==> src/iop_consts.vh <==
/*
 * Register map constants for the I/O port configuration block.
 * Assumes byte-wide register access on the MCU bus.
 */
`ifndef IOP_CONSTS_VH
`define IOP_CONSTS_VH

// Register index within one port (low address nibble).
`define IOP_REG_DIN   4'h0
`define IOP_REG_DOUT  4'h1
`define IOP_REG_DIR   4'h2
`define IOP_REG_DRV   4'h3
`define IOP_REG_CTRL  4'h4

// Port number (address bits 6:4).
`define IOP_PORT_A    3'h0
`define IOP_PORT_B    3'h1
`define IOP_PORT_C    3'h2
`define IOP_PORT_D    3'h3
`define IOP_PORT_E    3'h4
`define IOP_PORT_F    3'h5
`define IOP_PORT_G    3'h6

// Peripheral mode register address and its enable bit.
`define IOP_ADR_PMODE 8'h80
`define IOP_PMODE_BIT 7

// Reset value of the configuration registers.
`define IOP_CFG_RST   8'h00

`endif

==> src/iop_port_config.v <==
/*
 * I/O port configuration and data logic for seven ports A to G.
 * Assumes all inputs are synchronous to i_clk_sys and that the MCU
 * bus strobes last one clock-enabled cycle per access.
 */
`timescale 1ns/1ps
`include "iop_consts.vh"
module iop_port_config (
   // Clock, reset and enable
   input  wire        i_clk_sys,
   input  wire        i_sys_rst,
   input  wire        i_clk_en,
   // MCU register bus
   input  wire        i_bus_sel,
   input  wire        i_bus_wr,
   input  wire        i_bus_rd,
   input  wire [7:0]  i_bus_addr,
   input  wire [7:0]  i_bus_wdata,
   output reg  [7:0]  o_bus_rdata_r,
   output reg         o_bus_rvalid_r,
   // Data port and reset pattern
   input  wire        i_data_port_mode,
   input  wire        i_rst_pat_en,
   input  wire [15:0] i_rst_pat,
   input  wire        i_mcu_rst_act,
   input  wire        i_bus_busy,
   // Peripheral buffer
   input  wire        i_peripheral_select_0,
   input  wire        i_peripheral_select_1,
   input  wire        i_periph_dir_out,
   input  wire [7:0]  i_periph_wdata,
   output reg  [7:0]  o_periph_rdata_r,
   // JTAG sharing on port E
   input  wire        i_jtag_en,
   input  wire        i_jtag_tdo,
   input  wire        i_jtag_tdo_oe,
   output reg  [2:0]  o_jtag_in_r,
   // Logic output enables and latched address
   input  wire [7:0]  i_pld_oe_a,
   input  wire [7:0]  i_pld_oe_b,
   input  wire [7:0]  i_pld_oe_c,
   input  wire [7:0]  i_pld_oe_f,
   input  wire [15:0] i_addr_latched,
   // Port pins
   input  wire [7:0]  i_pa_in,
   output reg  [7:0]  o_pa_out_r,
   output reg  [7:0]  o_pa_oe_r,
   input  wire [7:0]  i_pb_in,
   output reg  [7:0]  o_pb_out_r,
   output reg  [7:0]  o_pb_oe_r,
   input  wire [7:0]  i_pc_in,
   output reg  [7:0]  o_pc_out_r,
   output reg  [7:0]  o_pc_oe_r,
   input  wire [3:0]  i_pd_in,
   output reg  [3:0]  o_pd_out_r,
   output reg  [3:0]  o_pd_oe_r,
   input  wire [7:0]  i_pe_in,
   output reg  [7:0]  o_pe_out_r,
   output reg  [7:0]  o_pe_oe_r,
   input  wire [7:0]  i_pf_in,
   output reg  [7:0]  o_pf_out_r,
   output reg  [7:0]  o_pf_oe_r,
   input  wire [7:0]  i_pg_in,
   output reg  [7:0]  o_pg_out_r,
   output reg  [7:0]  o_pg_oe_r,
   // Slew controls
   output wire [7:0]  o_pc_fast_slew,
   output wire [7:0]  o_pf_fast_slew
);

   ////////////////////////////////////////////////////////////////////////
   // Pin drive helpers.
   function [7:0] od_oe;
      input [7:0] en;
      input [7:0] od;
      input [7:0] v;
      begin
         od_oe = en & ~(od & v);
      end
   endfunction

   function [7:0] od_val;
      input [7:0] od;
      input [7:0] v;
      begin
         od_val = v & ~od;
      end
   endfunction

   function [7:0] addr_mux;
      input [7:0] ctrl;
      input [7:0] adr;
      input [7:0] dout;
      begin
         addr_mux = (ctrl & adr) | (~ctrl & dout);
      end
   endfunction

   ////////////////////////////////////////////////////////////////////////
   // Bus decode.
   reg        pmode_r;
   reg  [7:0] rsel;
   wire [2:0] port   = i_bus_addr[6:4];
   wire [3:0] rg     = i_bus_addr[3:0];
   wire       pwr    = i_bus_sel & i_bus_wr & ~i_bus_addr[7];
   wire [6:0] wr_p   = pwr ? (7'h01 << port) : 7'h00;
   wire [7:0] wdata  = i_data_port_mode ? i_pf_in : i_bus_wdata;
   wire       psel   = i_peripheral_select_0 | i_peripheral_select_1;
   wire       rpat   = i_rst_pat_en & i_mcu_rst_act & ~i_bus_busy;

   wire [7:0] rd_a;
   wire [7:0] en_a;
   wire [7:0] drv_a;
   wire [7:0] do_a;

   wire [7:0] rd_b;
   wire [7:0] en_b;
   wire [7:0] drv_b;
   wire [7:0] do_b;

   wire [7:0] rd_c;
   wire [7:0] en_c;
   wire [7:0] drv_c;
   wire [7:0] do_c;

   wire [7:0] rd_d;
   wire [7:0] en_d;
   wire [7:0] drv_d;
   wire [7:0] do_d;

   wire [7:0] rd_e;
   wire [7:0] en_e;
   wire [7:0] drv_e;
   wire [7:0] do_e;
   wire [7:0] ct_e;

   wire [7:0] rd_f;
   wire [7:0] en_f;
   wire [7:0] drv_f;
   wire [7:0] do_f;
   wire [7:0] ct_f;

   wire [7:0] rd_g;
   wire [7:0] en_g;
   wire [7:0] drv_g;
   wire [7:0] do_g;
   wire [7:0] ct_g;

   ////////////////////////////////////////////////////////////////////////
   // Port register slices.
   iop_port_slice #(.W(8), .HAS_CTRL(0)) u_pa (
      .i_clk_sys(i_clk_sys), .i_sys_rst(i_sys_rst), .i_clk_en(i_clk_en),
      .i_wr(wr_p[0]), .i_reg(rg), .i_wdata(wdata), .o_rdata(rd_a),
      .i_pin_in(i_pa_in), .i_pld_oe(i_pld_oe_a), .o_en(en_a),
      .o_ctrl(), .o_drv(drv_a), .o_dout(do_a));

   iop_port_slice #(.W(8), .HAS_CTRL(0)) u_pb (
      .i_clk_sys(i_clk_sys), .i_sys_rst(i_sys_rst), .i_clk_en(i_clk_en),
      .i_wr(wr_p[1]), .i_reg(rg), .i_wdata(wdata), .o_rdata(rd_b),
      .i_pin_in(i_pb_in), .i_pld_oe(i_pld_oe_b), .o_en(en_b),
      .o_ctrl(), .o_drv(drv_b), .o_dout(do_b));

   iop_port_slice #(.W(8), .HAS_CTRL(0)) u_pc (
      .i_clk_sys(i_clk_sys), .i_sys_rst(i_sys_rst), .i_clk_en(i_clk_en),
      .i_wr(wr_p[2]), .i_reg(rg), .i_wdata(wdata), .o_rdata(rd_c),
      .i_pin_in(i_pc_in), .i_pld_oe(i_pld_oe_c), .o_en(en_c),
      .o_ctrl(), .o_drv(drv_c), .o_dout(do_c));

   iop_port_slice #(.W(4), .HAS_CTRL(0)) u_pd (
      .i_clk_sys(i_clk_sys), .i_sys_rst(i_sys_rst), .i_clk_en(i_clk_en),
      .i_wr(wr_p[3]), .i_reg(rg), .i_wdata(wdata), .o_rdata(rd_d),
      .i_pin_in({4'h0, i_pd_in}), .i_pld_oe(8'h00), .o_en(en_d),
      .o_ctrl(), .o_drv(drv_d), .o_dout(do_d));

   iop_port_slice #(.W(8), .HAS_CTRL(1)) u_pe (
      .i_clk_sys(i_clk_sys), .i_sys_rst(i_sys_rst), .i_clk_en(i_clk_en),
      .i_wr(wr_p[4]), .i_reg(rg), .i_wdata(wdata), .o_rdata(rd_e),
      .i_pin_in(i_pe_in), .i_pld_oe(8'h00), .o_en(en_e),
      .o_ctrl(ct_e), .o_drv(drv_e), .o_dout(do_e));

   iop_port_slice #(.W(8), .HAS_CTRL(1)) u_pf (
      .i_clk_sys(i_clk_sys), .i_sys_rst(i_sys_rst), .i_clk_en(i_clk_en),
      .i_wr(wr_p[5]), .i_reg(rg), .i_wdata(wdata), .o_rdata(rd_f),
      .i_pin_in(i_pf_in), .i_pld_oe(i_pld_oe_f), .o_en(en_f),
      .o_ctrl(ct_f), .o_drv(drv_f), .o_dout(do_f));

   iop_port_slice #(.W(8), .HAS_CTRL(1)) u_pg (
      .i_clk_sys(i_clk_sys), .i_sys_rst(i_sys_rst), .i_clk_en(i_clk_en),
      .i_wr(wr_p[6]), .i_reg(rg), .i_wdata(wdata), .o_rdata(rd_g),
      .i_pin_in(i_pg_in), .i_pld_oe(8'h00), .o_en(en_g),
      .o_ctrl(ct_g), .o_drv(drv_g), .o_dout(do_g));

   assign o_pc_fast_slew = drv_c;
   assign o_pf_fast_slew = drv_f;

   ////////////////////////////////////////////////////////////////////////
   // Read data select.
   always @* begin
      rsel = 8'h00;
      if (i_bus_addr == `IOP_ADR_PMODE) begin
         rsel[`IOP_PMODE_BIT] = pmode_r;
      end else if (!i_bus_addr[7]) begin
         case (port)
            `IOP_PORT_A: rsel = rd_a;
            `IOP_PORT_B: rsel = rd_b;
            `IOP_PORT_C: rsel = rd_c;
            `IOP_PORT_D: rsel = rd_d;
            `IOP_PORT_E: rsel = rd_e;
            `IOP_PORT_F: rsel = rd_f;
            `IOP_PORT_G: rsel = rd_g;
            default:     rsel = 8'h00;
         endcase
      end
   end

   ////////////////////////////////////////////////////////////////////////
   // Next pin drive for every port.
   reg [7:0] pa_o_nxt;
   reg [7:0] pa_oe_nxt;
   reg [7:0] pb_o_nxt;
   reg [7:0] pb_oe_nxt;
   reg [7:0] pc_o_nxt;
   reg [7:0] pc_oe_nxt;
   reg [7:0] pd_o_nxt;
   reg [7:0] pd_oe_nxt;
   reg [7:0] pe_o_nxt;
   reg [7:0] pe_oe_nxt;
   reg [7:0] pf_o_nxt;
   reg [7:0] pf_oe_nxt;
   reg [7:0] pg_o_nxt;
   reg [7:0] pg_oe_nxt;

   reg [7:0] ve;
   reg [7:0] vf;
   reg [7:0] vg;

   always @* begin
      pa_o_nxt  = od_val(drv_a, do_a);
      pa_oe_nxt = od_oe(en_a, drv_a, do_a);
      pb_o_nxt  = od_val(drv_b, do_b);
      pb_oe_nxt = od_oe(en_b, drv_b, do_b);
      pc_o_nxt  = do_c;
      pc_oe_nxt = en_c;
      pd_o_nxt  = od_val(drv_d, do_d);
      pd_oe_nxt = od_oe(en_d, drv_d, do_d);
      ve = addr_mux(ct_e, i_addr_latched[7:0], do_e);
      vf = addr_mux(ct_f, i_addr_latched[7:0], do_f);
      vg = addr_mux(ct_g, i_addr_latched[15:8], do_g);
      pe_o_nxt  = od_val(drv_e, ve);
      pe_oe_nxt = od_oe(en_e, drv_e, ve);
      pf_o_nxt  = vf;
      pf_oe_nxt = en_f;
      pg_o_nxt  = od_val(drv_g, vg);
      pg_oe_nxt = od_oe(en_g, drv_g, vg);
      if (i_jtag_en) begin
         pe_o_nxt[3:0]  = {i_jtag_tdo, 3'b000};
         pe_oe_nxt[3:0] = {i_jtag_tdo_oe, 3'b000};
      end
      if (rpat) begin
         pf_o_nxt  = i_rst_pat[7:0];
         pf_oe_nxt = 8'hff;
         pg_o_nxt  = i_rst_pat[15:8];
         pg_oe_nxt = 8'hff;
      end else if (i_data_port_mode) begin
         pf_o_nxt  = o_bus_rdata_r;
         pf_oe_nxt = {8{o_bus_rvalid_r}};
         pg_o_nxt  = 8'h00;
         pg_oe_nxt = {8{o_bus_rvalid_r}};
      end else if (pmode_r) begin
         pf_o_nxt  = i_periph_wdata;
         pf_oe_nxt = {8{psel & i_periph_dir_out}};
      end
   end

   ////////////////////////////////////////////////////////////////////////
   // Registered outputs and peripheral mode register.
   always @(posedge i_clk_sys) begin
      if (i_sys_rst) begin
         pmode_r          <= 1'b0;
         o_bus_rdata_r    <= 8'h00;
         o_bus_rvalid_r   <= 1'b0;
         o_periph_rdata_r <= 8'h00;
         o_jtag_in_r      <= 3'b000;
         o_pa_out_r <= 8'h00;
         o_pa_oe_r  <= 8'h00;
         o_pb_out_r <= 8'h00;
         o_pb_oe_r  <= 8'h00;
         o_pc_out_r <= 8'h00;
         o_pc_oe_r  <= 8'h00;
         o_pd_out_r <= 4'h0;
         o_pd_oe_r  <= 4'h0;
         o_pe_out_r <= 8'h00;
         o_pe_oe_r  <= 8'h00;
         o_pf_out_r <= 8'h00;
         o_pf_oe_r  <= 8'h00;
         o_pg_out_r <= 8'h00;
         o_pg_oe_r  <= 8'h00;
      end else if (i_clk_en) begin
         if (i_bus_sel && i_bus_wr && i_bus_addr == `IOP_ADR_PMODE) begin
            pmode_r <= wdata[`IOP_PMODE_BIT];
         end
         o_bus_rvalid_r <= i_bus_sel & i_bus_rd;
         if (i_bus_sel && i_bus_rd) begin
            o_bus_rdata_r <= rsel;
         end
         if (pmode_r && psel && !i_periph_dir_out) begin
            o_periph_rdata_r <= i_pf_in;
         end
         o_jtag_in_r <= i_jtag_en ? i_pe_in[2:0] : 3'b000;
         o_pa_out_r <= pa_o_nxt;
         o_pa_oe_r  <= pa_oe_nxt;
         o_pb_out_r <= pb_o_nxt;
         o_pb_oe_r  <= pb_oe_nxt;
         o_pc_out_r <= pc_o_nxt;
         o_pc_oe_r  <= pc_oe_nxt;
         o_pd_out_r <= pd_o_nxt[3:0];
         o_pd_oe_r  <= pd_oe_nxt[3:0];
         o_pe_out_r <= pe_o_nxt;
         o_pe_oe_r  <= pe_oe_nxt;
         o_pf_out_r <= pf_o_nxt;
         o_pf_oe_r  <= pf_oe_nxt;
         o_pg_out_r <= pg_o_nxt;
         o_pg_oe_r  <= pg_oe_nxt;
      end
   end

endmodule

==> src/iop_port_slice.v <==
/*
 * One port's configuration and data registers with readback.
 * Assumes the parent decodes the port and supplies one write strobe.
 */
`timescale 1ns/1ps
`include "iop_consts.vh"
module iop_port_slice #(
   parameter W        = 8,
   parameter HAS_CTRL = 0
) (
   // Clock and reset
   input  wire       i_clk_sys,
   input  wire       i_sys_rst,
   input  wire       i_clk_en,
   // Register access
   input  wire       i_wr,
   input  wire [3:0] i_reg,
   input  wire [7:0] i_wdata,
   output reg  [7:0] o_rdata,
   // Pin side
   input  wire [7:0] i_pin_in,
   input  wire [7:0] i_pld_oe,
   output wire [7:0] o_en,
   output wire [7:0] o_ctrl,
   output wire [7:0] o_drv,
   output wire [7:0] o_dout
);

   localparam [7:0] MASK = 8'hff >> (8 - W);

   reg [7:0] dir_r;
   reg [7:0] drv_r;
   reg [7:0] ctrl_r;
   reg [7:0] dout_r;
   reg [7:0] din_r;

   ////////////////////////////////////////////////////////////////////////
   // Registers.
   always @(posedge i_clk_sys) begin
      if (i_sys_rst) begin
         dir_r  <= `IOP_CFG_RST;
         drv_r  <= `IOP_CFG_RST;
         ctrl_r <= `IOP_CFG_RST;
         dout_r <= 8'h00;
         din_r  <= 8'h00;
      end else if (i_clk_en) begin
         din_r <= i_pin_in & MASK;
         if (i_wr) begin
            case (i_reg)
               `IOP_REG_DOUT: dout_r <= i_wdata & MASK;
               `IOP_REG_DIR:  dir_r  <= i_wdata & MASK;
               `IOP_REG_DRV:  drv_r  <= i_wdata & MASK;
               `IOP_REG_CTRL: begin
                  if (HAS_CTRL != 0) begin
                     ctrl_r <= i_wdata;
                  end
               end
               default: ;
            endcase
         end
      end
   end

   ////////////////////////////////////////////////////////////////////////
   // Readback.
   always @* begin
      case (i_reg)
         `IOP_REG_DIN:  o_rdata = din_r;
         `IOP_REG_DOUT: o_rdata = dout_r;
         `IOP_REG_DIR:  o_rdata = dir_r;
         `IOP_REG_DRV:  o_rdata = drv_r;
         `IOP_REG_CTRL: o_rdata = ctrl_r;
         default:       o_rdata = 8'h00;
      endcase
   end

   assign o_en   = (dir_r | i_pld_oe) & MASK;
   assign o_ctrl = ctrl_r;
   assign o_drv  = drv_r;
   assign o_dout = dout_r;

endmodule

==> config.mk <==
export PLATFORM = sky130hd
export DESIGN_NAME = iop_port_config
export DESIGN_NICKNAME = d
export VERILOG_FILES = /design/src/iop_port_config.v /design/src/iop_port_slice.v
export VERILOG_INCLUDE_DIRS = /design/src
export SDC_FILE = /design/constraint.sdc
export NUM_CORES = 1
export LEC_CHECK = 0
export ABC_AREA = 1
export BUFFER_PORTS_ARGS = -buffer_cell sky130_fd_sc_hd__buf_2
export CAP_MARGIN = 20
export CORE_ASPECT_RATIO = 1.1
export CORE_MARGIN = 4
export CORE_UTILIZATION = 55
export DETAILED_ROUTE_END_ITERATION = 16
export PLACE_DENSITY = 0.79
export SETUP_SLACK_MARGIN = 0.05
export SLEW_MARGIN = 20
export SYNTH_ARGS = -nofsm -noshare
export SYNTH_HDL_FRONTEND = slang
export SYNTH_SLANG_ARGS = --single-unit
export TNS_END_PERCENT = 10
==> constraint.sdc <==
create_clock -name i_clk_sys -period 1.5 [get_ports i_clk_sys]
set_input_delay 0.075 -clock i_clk_sys [delete_from_list [all_inputs] [get_ports i_clk_sys]]
set_output_delay 0.075 -clock i_clk_sys [all_outputs]
set_load 0.05 [all_outputs]
**Yosys cells after proc, flatten, opt, wreduce, memory -nomap -nowiden**

Cells that the tools add are included.

- Output and inout port bits: 140
- Input bits: 156
- Register bits: 357
- Word-level logic and storage cells: 173

- Reduce and logical (&&, ||, !) cells: 35
- Bitwise operators: 50
- Muxes and demuxes: 26
- Shifts and indexed selects: 1
- Eq/ne operators: 11

Operator list:

| kind | count |
|---|---|
| $and A8 B8 Y8 | 18 |
| $pmux W8 S5 | 3 |
| $mux W8 | 12 |
| $pmux W8 S4 | 3 |
| $not A8 Y8 | 11 |
| $reduce_and A3 Y1 | 24 |
| $or A8 B8 Y8 | 7 |
| $pmux W8 S7 | 1 |
| $pmux W4 S4 | 1 |
| $mux W7 | 2 |
| $and A4 B4 Y4 | 3 |
| $eq A3 B3 Y1 const B | 3 |
| $eq A4 B2 Y1 const B | 2 |
| $eq A8 B8 Y1 const B | 1 |
| $mux W4 | 2 |
| $not A4 Y4 | 2 |
| $shl A1 B3 Y7 const A | 1 |
| $and A1 B1 Y1 | 6 |
| $eq A3 B2 Y1 const B | 2 |
| $reduce_and A2 Y1 | 3 |
| $logic_and A1 B1 Y1 | 5 |
| $eq A4 B1 Y1 const B | 1 |
| $eq A4 B3 Y1 const B | 1 |
| $logic_not A4 Y1 | 1 |
| other kinds (7) | 8 |

**Logic depth before layout (Yosys ltp)**

Gate-level depths: netlist of run 1.

- Depth after elaboration: 8
- Mapped depth: 12
- Mapped depth without buffers: 11

**Modules after synthesis**

Synthesis of run 1 repeated with hierarchy kept, for this count alone.

- Cells, all modules: 3053
- Area total of the unflattened synthesis: 19429.9 µm²

Modules (own cells, without submodules):

| module | times used | cells each | sequential area each (µm²) | area each (µm²) |
|---|---|---|---|---|
| iop_port_config | 1 | 961 | 2502.4 | 6426.2 |
| iop_port_slice (u_pe ...) | 3 | 346 | 800.8 | 2104.5 |
| iop_port_slice (u_pa ...) | 3 | 294 | 640.6 | 1845.5 |
| iop_port_slice (u_pd) | 1 | 172 | 320.3 | 1153.6 |

**Least setup slack after synthesis of run 1**

Ideal clock, no wire load.

- Kind: register -> register
- From: reg pmode_r
- To: reg o_periph_rdata_r[0]
- Data required time: 1.384 ns
- Data arrival time: 1.259 ns
- Cell stages (with the launch flop): 7
- Slack: 0.124 ns
- Library setup time: 0.116 ns
- Cells stage by stage: dfxtp_1 > clkbuf_1 > o21ai_0 > nor3_2 > inv_1 > nor2_1 > nor2_1

- Word-level cells in the longest chain between the ends: 3

Ends and longest elaborated chain:

| element | line | RTL |
|---|---|---|
| start: declaration | iop_port_config.v:101 | `reg pmode_r;` |
| start signal: assignment | iop_port_config.v:300 | `` pmode_r <= wdata[`IOP_PMODE_BIT]; `` |
| $logic_and A1 B1 Y1 (2 in a row) | iop_port_config.v:306 | `if (pmode_r && psel && !i_periph_dir_out) begin` |
| $reduce_and A2 Y1 (no line) | -- |  |
| end signal: assignment | iop_port_config.v:307 | `o_periph_rdata_r <= i_pf_in;` |
| end: declaration | iop_port_config.v:32 | `output reg [7:0] o_periph_rdata_r,` |

Every way passes these cells.
A chain may end at the register's enable or synchronous reset.

**Worst setup path after layout of run 1**

- From: reg u_pc.dout_r[0] (netlist: u_pc.o_dout[0])
- To: reg o_bus_rdata_r[0]

- Word-level cells in the longest chain between the ends: 4

Ends and longest elaborated chain:

| element | line | RTL |
|---|---|---|
| start: declaration | iop_port_slice.v:34 | `reg [7:0] dout_r;` |
| start signal: assignment | iop_port_slice.v:50 | `` `IOP_REG_DOUT: dout_r <= i_wdata & MASK; `` |
| $pmux W8 S4 | iop_port_slice.v:67 | `case (i_reg)` |
| $pmux W8 S7 | iop_port_config.v:203 | `case (port)` |
| $mux W8 | iop_port_config.v:202 | `end else if (!i_bus_addr[7]) begin` |
| $mux W7 | iop_port_config.v:200 | `` if (i_bus_addr == `IOP_ADR_PMODE) begin `` |
| end signal: assignment | iop_port_config.v:304 | `o_bus_rdata_r <= rsel;` |
| end: declaration | iop_port_config.v:19 | `output reg [7:0] o_bus_rdata_r,` |

Every way passes these cells.

==> impl_metrics.yaml, run 1 <==
run_status:
  status: "finished with violations"
  violations: "negative hold slack"
global_routing:
  grt_first_pass_wirelength_mm: 97.7
  grt_max_degree: 113
  gr-total-overflow: 0
  grt_usage_pct: 39.3
  antenna_found_initial: 5
  grt_pass1_vias: 17873
min_path:
  hold_path.class: "input port to flop"
timing:
  fin_crit_ps: 1490
  slew_viol_final: 0
  slew_headroom_pct: 56.5
  setup_viol: 0
  timing.final.crit_share_pct: 99.7
  hold_slack_ps: -2.27
  rsz0062_at_grt: "yes"
  tightest_slew_ps: 652
  tns_ps: 0
  max_clock_freq_mhz: 669
  clock-skew-final_ps: 17.1
  hold_violations: 1
placement:
  placed_area_um2: 18500
  dp_hpwl_mm: 42.7
  io_buffers: 295
  place_congestion: 1.02
yosys:
  synth_seq_cells: 357
  netlist.top_cell.by_area: "dfxtp_1"
  synthCells: 2246
  ys_types: 24
  syn_area_um2: 15800
  yosysWarnings: 0
  seq_area_frac_synth_pct: 45.3
  synth_top_area_share_pct: 45.3
  synth_area_per_cell_um2: 7.03
  syn_nets: 2402
  synth_area_leaders: "dfxtp_1 (45%), o21ai_0 (13%), nand3_1 (9.3%)"
drt:
  routedWlPerCell_um: 21.0
  antenna_left: 0
  via_per_inst: 6.05
  routed-via-count: 18547
  drt_iter0_drc: 2259
  first_pass_iters: 6
  finalWirelength_mm: 64.3
  drc: 0
die:
  fp.dieArea_um2: 31500
  ios: 296
  core_um2: 28000
  initial_utilization_pct: 56.3
  fp.dieH_um: 186
  fp-row-count: 64
  die_x_um: 170
clock_tree:
  cts_root_buf: "clkbuf_16"
  path_clk_slew_ps: 70
  cts_buffer_depth: 3
  cts_sinks: 357
  cts_tree: "done"
  worstSkewPairLatency_ps: 540
  htreeDepth: 2
  numCtsBuffers: 37
critical_path:
  critPathKind: "flop to flop"
  cp-end-kind: "flop"
  r2r_setup_slack_ps: 5
  worstPathArrival_ps: 1880
  path_max_fanout: 3
  startpoint_type: "flop"
  worstPathRequired_ps: 1890
flow_run:
  maxCapViolations: 0
cells_and_area:
  stdcell_area_um2: 21000
  drive_above_1_share_pct: 19.9
  fin_nets: 2826
  fillers: 2074
  area_growth_pct: 32.9
power_and_ir_drop:
  p_leak_nw: 8.95
  ir_drop_mv: 1.02
  power_density_nw_per_um2: 1100
path summary, 6_finish.rpt:
path                                         to  depth (start not counted)                   startpoint
hold / removal       o_pf_out_r[7]$_SDFFE_PP0P_                          5            i_periph_wdata[7]
setup reg to reg  o_bus_rdata_r[0]$_SDFFE_PP0P_                          8  u_pc.o_dout[0]$_SDFFE_PP0P_
setup / recovery  o_bus_rdata_r[0]$_SDFFE_PP0P_                          8  u_pc.o_dout[0]$_SDFFE_PP0P_
hold reg to reg      u_pc.din_r[3]$_SDFFE_PP0P_                          2   u_pc.din_r[3]$_SDFFE_PP0P_
repair_timing:
item	4_1_cts	5_1_grt
endpoints found under the hold margin	121	0
gates resized for setup	2	10
setup endpoints to repair	9	71
cloned	0	0
setup buffers	0	1
hold buffers	106	0
pin swaps	0	1
metrics by stage:
step / util (%) / power, mW / cells / setup WS (ps)
floorplan: - / 11.6 / 2246 / 124
global placement: 66.1 / 12.6 / 2887 / -191
detailed placement: 66.1 / 12.7 / 2887 / -218
CTS: 74.8 / 22.9 / 3060 / 20.2
global route: 74.9 / 23.6 / 3066 / -28.2
finish: 74.9 / 23.0 / 3066 / 5.11
cell families after synthesis:
| group | count (synthesis) | share of synthesized area (%) |
|---|---|---|
| simple gates | 774 | 21.3 |
| compound gates | 740 | 24.2 |
| buf+inv | 375 | 9.32 |
| flops | 357 | 45.3 |
area by class of cell:
cell class	instances	area (um^2)	area share, %
Sequential cell	357	7150	34.1
Antenna cell	5	12.5	0.0596
Multi-Input combinational cell	1514	7200	34.3
Inverter	203	768	3.66
Clock buffer	44	1020	4.88
Tap cell	363	454	2.16
Timing Repair Buffer	557	4040	19.3
Clock inverter	23	333	1.59
where the power goes:
group | switching (mW) | internal (mW) | leakage, nW | total [mW]
registers | 0.180 | 9.74 | 2.91 | 9.92
clock network | 4.08 | 6.16 | 0.665 | 10.2
logic | 1.92 | 0.956 | 5.37 | 2.88
total | 6.19 | 16.9 | 8.95 | 23.0
metal layers:
metal  vias up  share of wire, %  global-route usage [%]
met5         -                 0                       0
met1      8538                35                    45.6
met4         0               8.5                    28.6
met3       340               8.9                    6.41
li1       8437                 -                       -
met2      1232                47                    65.6
synthesized netlist by cell type:
| library cell | count |
|---|---|
| inv_2 | 3 |
| nor3_2 | 2 |
| o221ai_1 | 16 |
| buf_4 | 2 |
| nand2_1 | 249 |
| a31oi_1 | 12 |
| buf_2 | 45 |
| nor2_1 | 194 |
| nand3_1 | 295 |
| nor2_2 | 3 |
| a211oi_2 | 1 |
| nor3_1 | 14 |
| nor2_4 | 1 |
| o21ai_0 | 408 |
| nand2_2 | 1 |
| o21bai_1 | 10 |
| o211ai_1 | 1 |
| buf_1 | 6 |
| nand4_1 | 15 |
| dfxtp_1 | 357 |
| clkbuf_1 | 119 |
| a21oi_1 | 292 |
| inv_1 | 197 |
| clkinv_1 | 3 |
placed cells by master (no fill, tap or decap), types with 16 or more instances in the layout:
cell type	count
o21ai_0	403
dfxtp_1	356
nand3_1	295
buf_2	294
a21oi_1	292
nand2_1	248
inv_1	196
nor2_1	190
buf_4	129
dlygate4sd3_1	106
clkbuf_16	39
buf_12	26
o221ai_1	16
critical path, stage by stage, from the launching register on:
cell and delay (ps):
dfxtp_1 310, inv_1 110, o21ai_0 200, o21ai_0 250
nand2_1 70, nor2_1 200, nand2_1 80, nand2_1 60
a21oi_1 50
Power figures use the tool's default switching activity.
==> inputs of run 2 (changes only) <==
Settings changed: CAP_MARGIN 20 to default, PLACE_DENSITY 0.79 to 0.82.
==> run 2 against run 1 <==
  * Fmax increased by 0.36%
  * Wire length decreased by 0.54%
  * The run now ends clean
  * Largest cell class unchanged
  * Flip-flop and latch count unchanged
  * Critical path type is now flop to output pin
==> impl_metrics.yaml, run 2 (synthesized netlist as in run 1, its figures left out) <==
timing:
  slew_headroom_pct: 55.6
  timing.final.ws_setup_ps: 10.5
  clock-skew-final_ps: 17.5
  max_clock_freq_mhz: 671
  slew_viol_final: 0
  rsz0062_at_grt: "yes"
  setup_viol: 0
  fin_crit_ps: 1490
  hold_violations: 0
  tightest_slew_ps: 666
  timing.final.crit_share_pct: 99.3
clock_tree:
  cts_buffer_depth: 3
  cts_tree: "done"
  post-cts-setup-buffers: 0
  cts_sinks: 357
  cts_root_buf: "clkbuf_16"
  htreeDepth: 2
  worstSkewPairLatency_ps: 530
  numCtsBuffers: 38
  path_clk_slew_ps: 70
global_routing:
  gr-total-overflow: 0
  grt_max_degree: 82
  gr-max-usage-layer: "met2"
  grt_pass1_vias: 18007
  use_met3_pct: 7.71
  grt_usage_pct: 38.8
  grt_first_pass_wirelength_mm: 97.3
  grt_use_met2_pct: 63.8
  antenna_found_initial: 4
  use_met1_pct: 44.0
die:
  core_um2: 28000
  die_x_um: 170
  initial_utilization_pct: 56.3
  fp.dieArea_um2: 31500
  fp.dieH_um: 186
  ios: 296
  fp-row-count: 64
power_and_ir_drop:
  p_switching_mw: 6.04
  ir_drop_mv: 0.941
  pwr-share-seq_pct: 43.0
  p_comb_share_pct: 12.7
  power_density_nw_per_um2: 1100
  total_power_mw: 23.1
  p_leak_nw: 8.95
  p_sw_share_pct: 26.2
  internal_power_mw: 17.0
  clockPowerShare_pct: 44.2
drt:
  antenna_left: 0
  routedWlPerCell_um: 20.8
  finalWirelength_mm: 63.9
  via_per_inst: 6.09
  routed-via-count: 18692
  drt_iter0_drc: 2610
  drc: 0
  first_pass_iters: 7
critical_path:
  cp-end-kind: "output pin"
  critPathTopFamily: "flip-flops"
  worstPathArrival_ps: 1410
  max_stage_delay_ps: 530
  path_buf_inv: 1
  path_max_fanout: 3
  startpoint_type: "flop"
  critPathKind: "flop to output pin"
  worstPathRequired_ps: 1420
  critPathSlowestCell: "dfxtp_1"
  path_cells: "buf_2"
cells_and_area:
  mostFrequentLayoutCell: "o21ai_0"
  mostFrequentLayoutCells: "o21ai_0 (405), dfxtp_1 (357), nand3_1 (295), buf_2 (294), a21oi_1 (292)"
  drive_above_1_share_pct: 19.6
  final_cells: 3067
  fin_nets: 2829
  area_growth_pct: 33.0
  post-route-util_pct: 74.9
placement:
  dp_hpwl_mm: 42.1
  dpl.cell_count: 2891
  io_buffers: 295
  place_congestion: 0.986
  pre_cts_ws_ps: -216
flow_run:
  maxCapViolations: 0
run_status:
  status: "finished clean"
min_path:
  hold_path.class: "input port to flop"
==> run 2: cell count changes in the layout (fill, tap and decap cells not counted), moves of 3 or more <==
cell      delta
clkinv_2     -4
clkbuf_8     +7
buf_4        +3
inv_6        -3
clkbuf_1     +6
o21ai_1      -3
==> run 2: routing by layer <==
metal  vias up  share of wire, %  wire [um]
met5         -                 0          0
met3       401                10       6680
li1       8436                 -          -
met2      1379                46      29400
met1      8476                34      21800
met4         0               9.6       6110
==> run 2: final timing paths <==
kind / start / endpoint / slack [ps] / depth (start not counted)
max reg2reg: u_pe.din_r[7]$_SDFFE_PP0P_ / o_bus_rdata_r[7]$_SDFFE_PP0P_ / 80 / 6
max: u_pc.o_drv[4]$_SDFFE_PP0P_ / o_pc_fast_slew[4] / 10 / 1
min reg2reg: o_pa_oe_r[1]$_SDFFE_PP0P_ / o_pa_oe_r[1]$_SDFFE_PP0P_ / 460 / 2
min: i_periph_wdata[7] / o_pf_out_r[7]$_SDFFE_PP0P_ / 30 / 5
==> run 2: stage by stage <==
stage	area, um^2	TNS [ps]	hold slack (ps)
2_1_floorplan	15800	0	200
3_3_place_gp	18600	-9120	291
3_5_place_dp	18600	-15750	300
4_1_cts	21000	0	4.23
5_1_grt	21000	0	49.2
6_report	21000	0	26.3
==> run 2: area by class of cell <==
class	count	area, um^2
Antenna cell	4	10.0
Clock buffer	57	1140
Clock inverter	10	208
Fill cell	1998	7030
Inverter	203	768
Multi-Input combinational cell	1514	7200
Sequential cell	357	7150
Tap cell	363	454
Timing Repair Buffer	559	4070
==> run 2: power groups by stage <==
stage	Sequential [mW]	Clock (mW)	Combinational (mW)
after floorplan	10.6	0	0.953
after global placement	10.1	0	2.54
after detailed placement	10.1	0	2.59
after CTS	9.90	10.1	2.82
after global routing	9.93	10.6	3.08
final	9.92	10.2	2.94
==> run 2: repair_timing <==
action	in CTS	in global routing
setup endpoints to repair	0	9
endpoints found under the hold margin	112	0
hold buffers	105	0
gates resized for setup	0	4
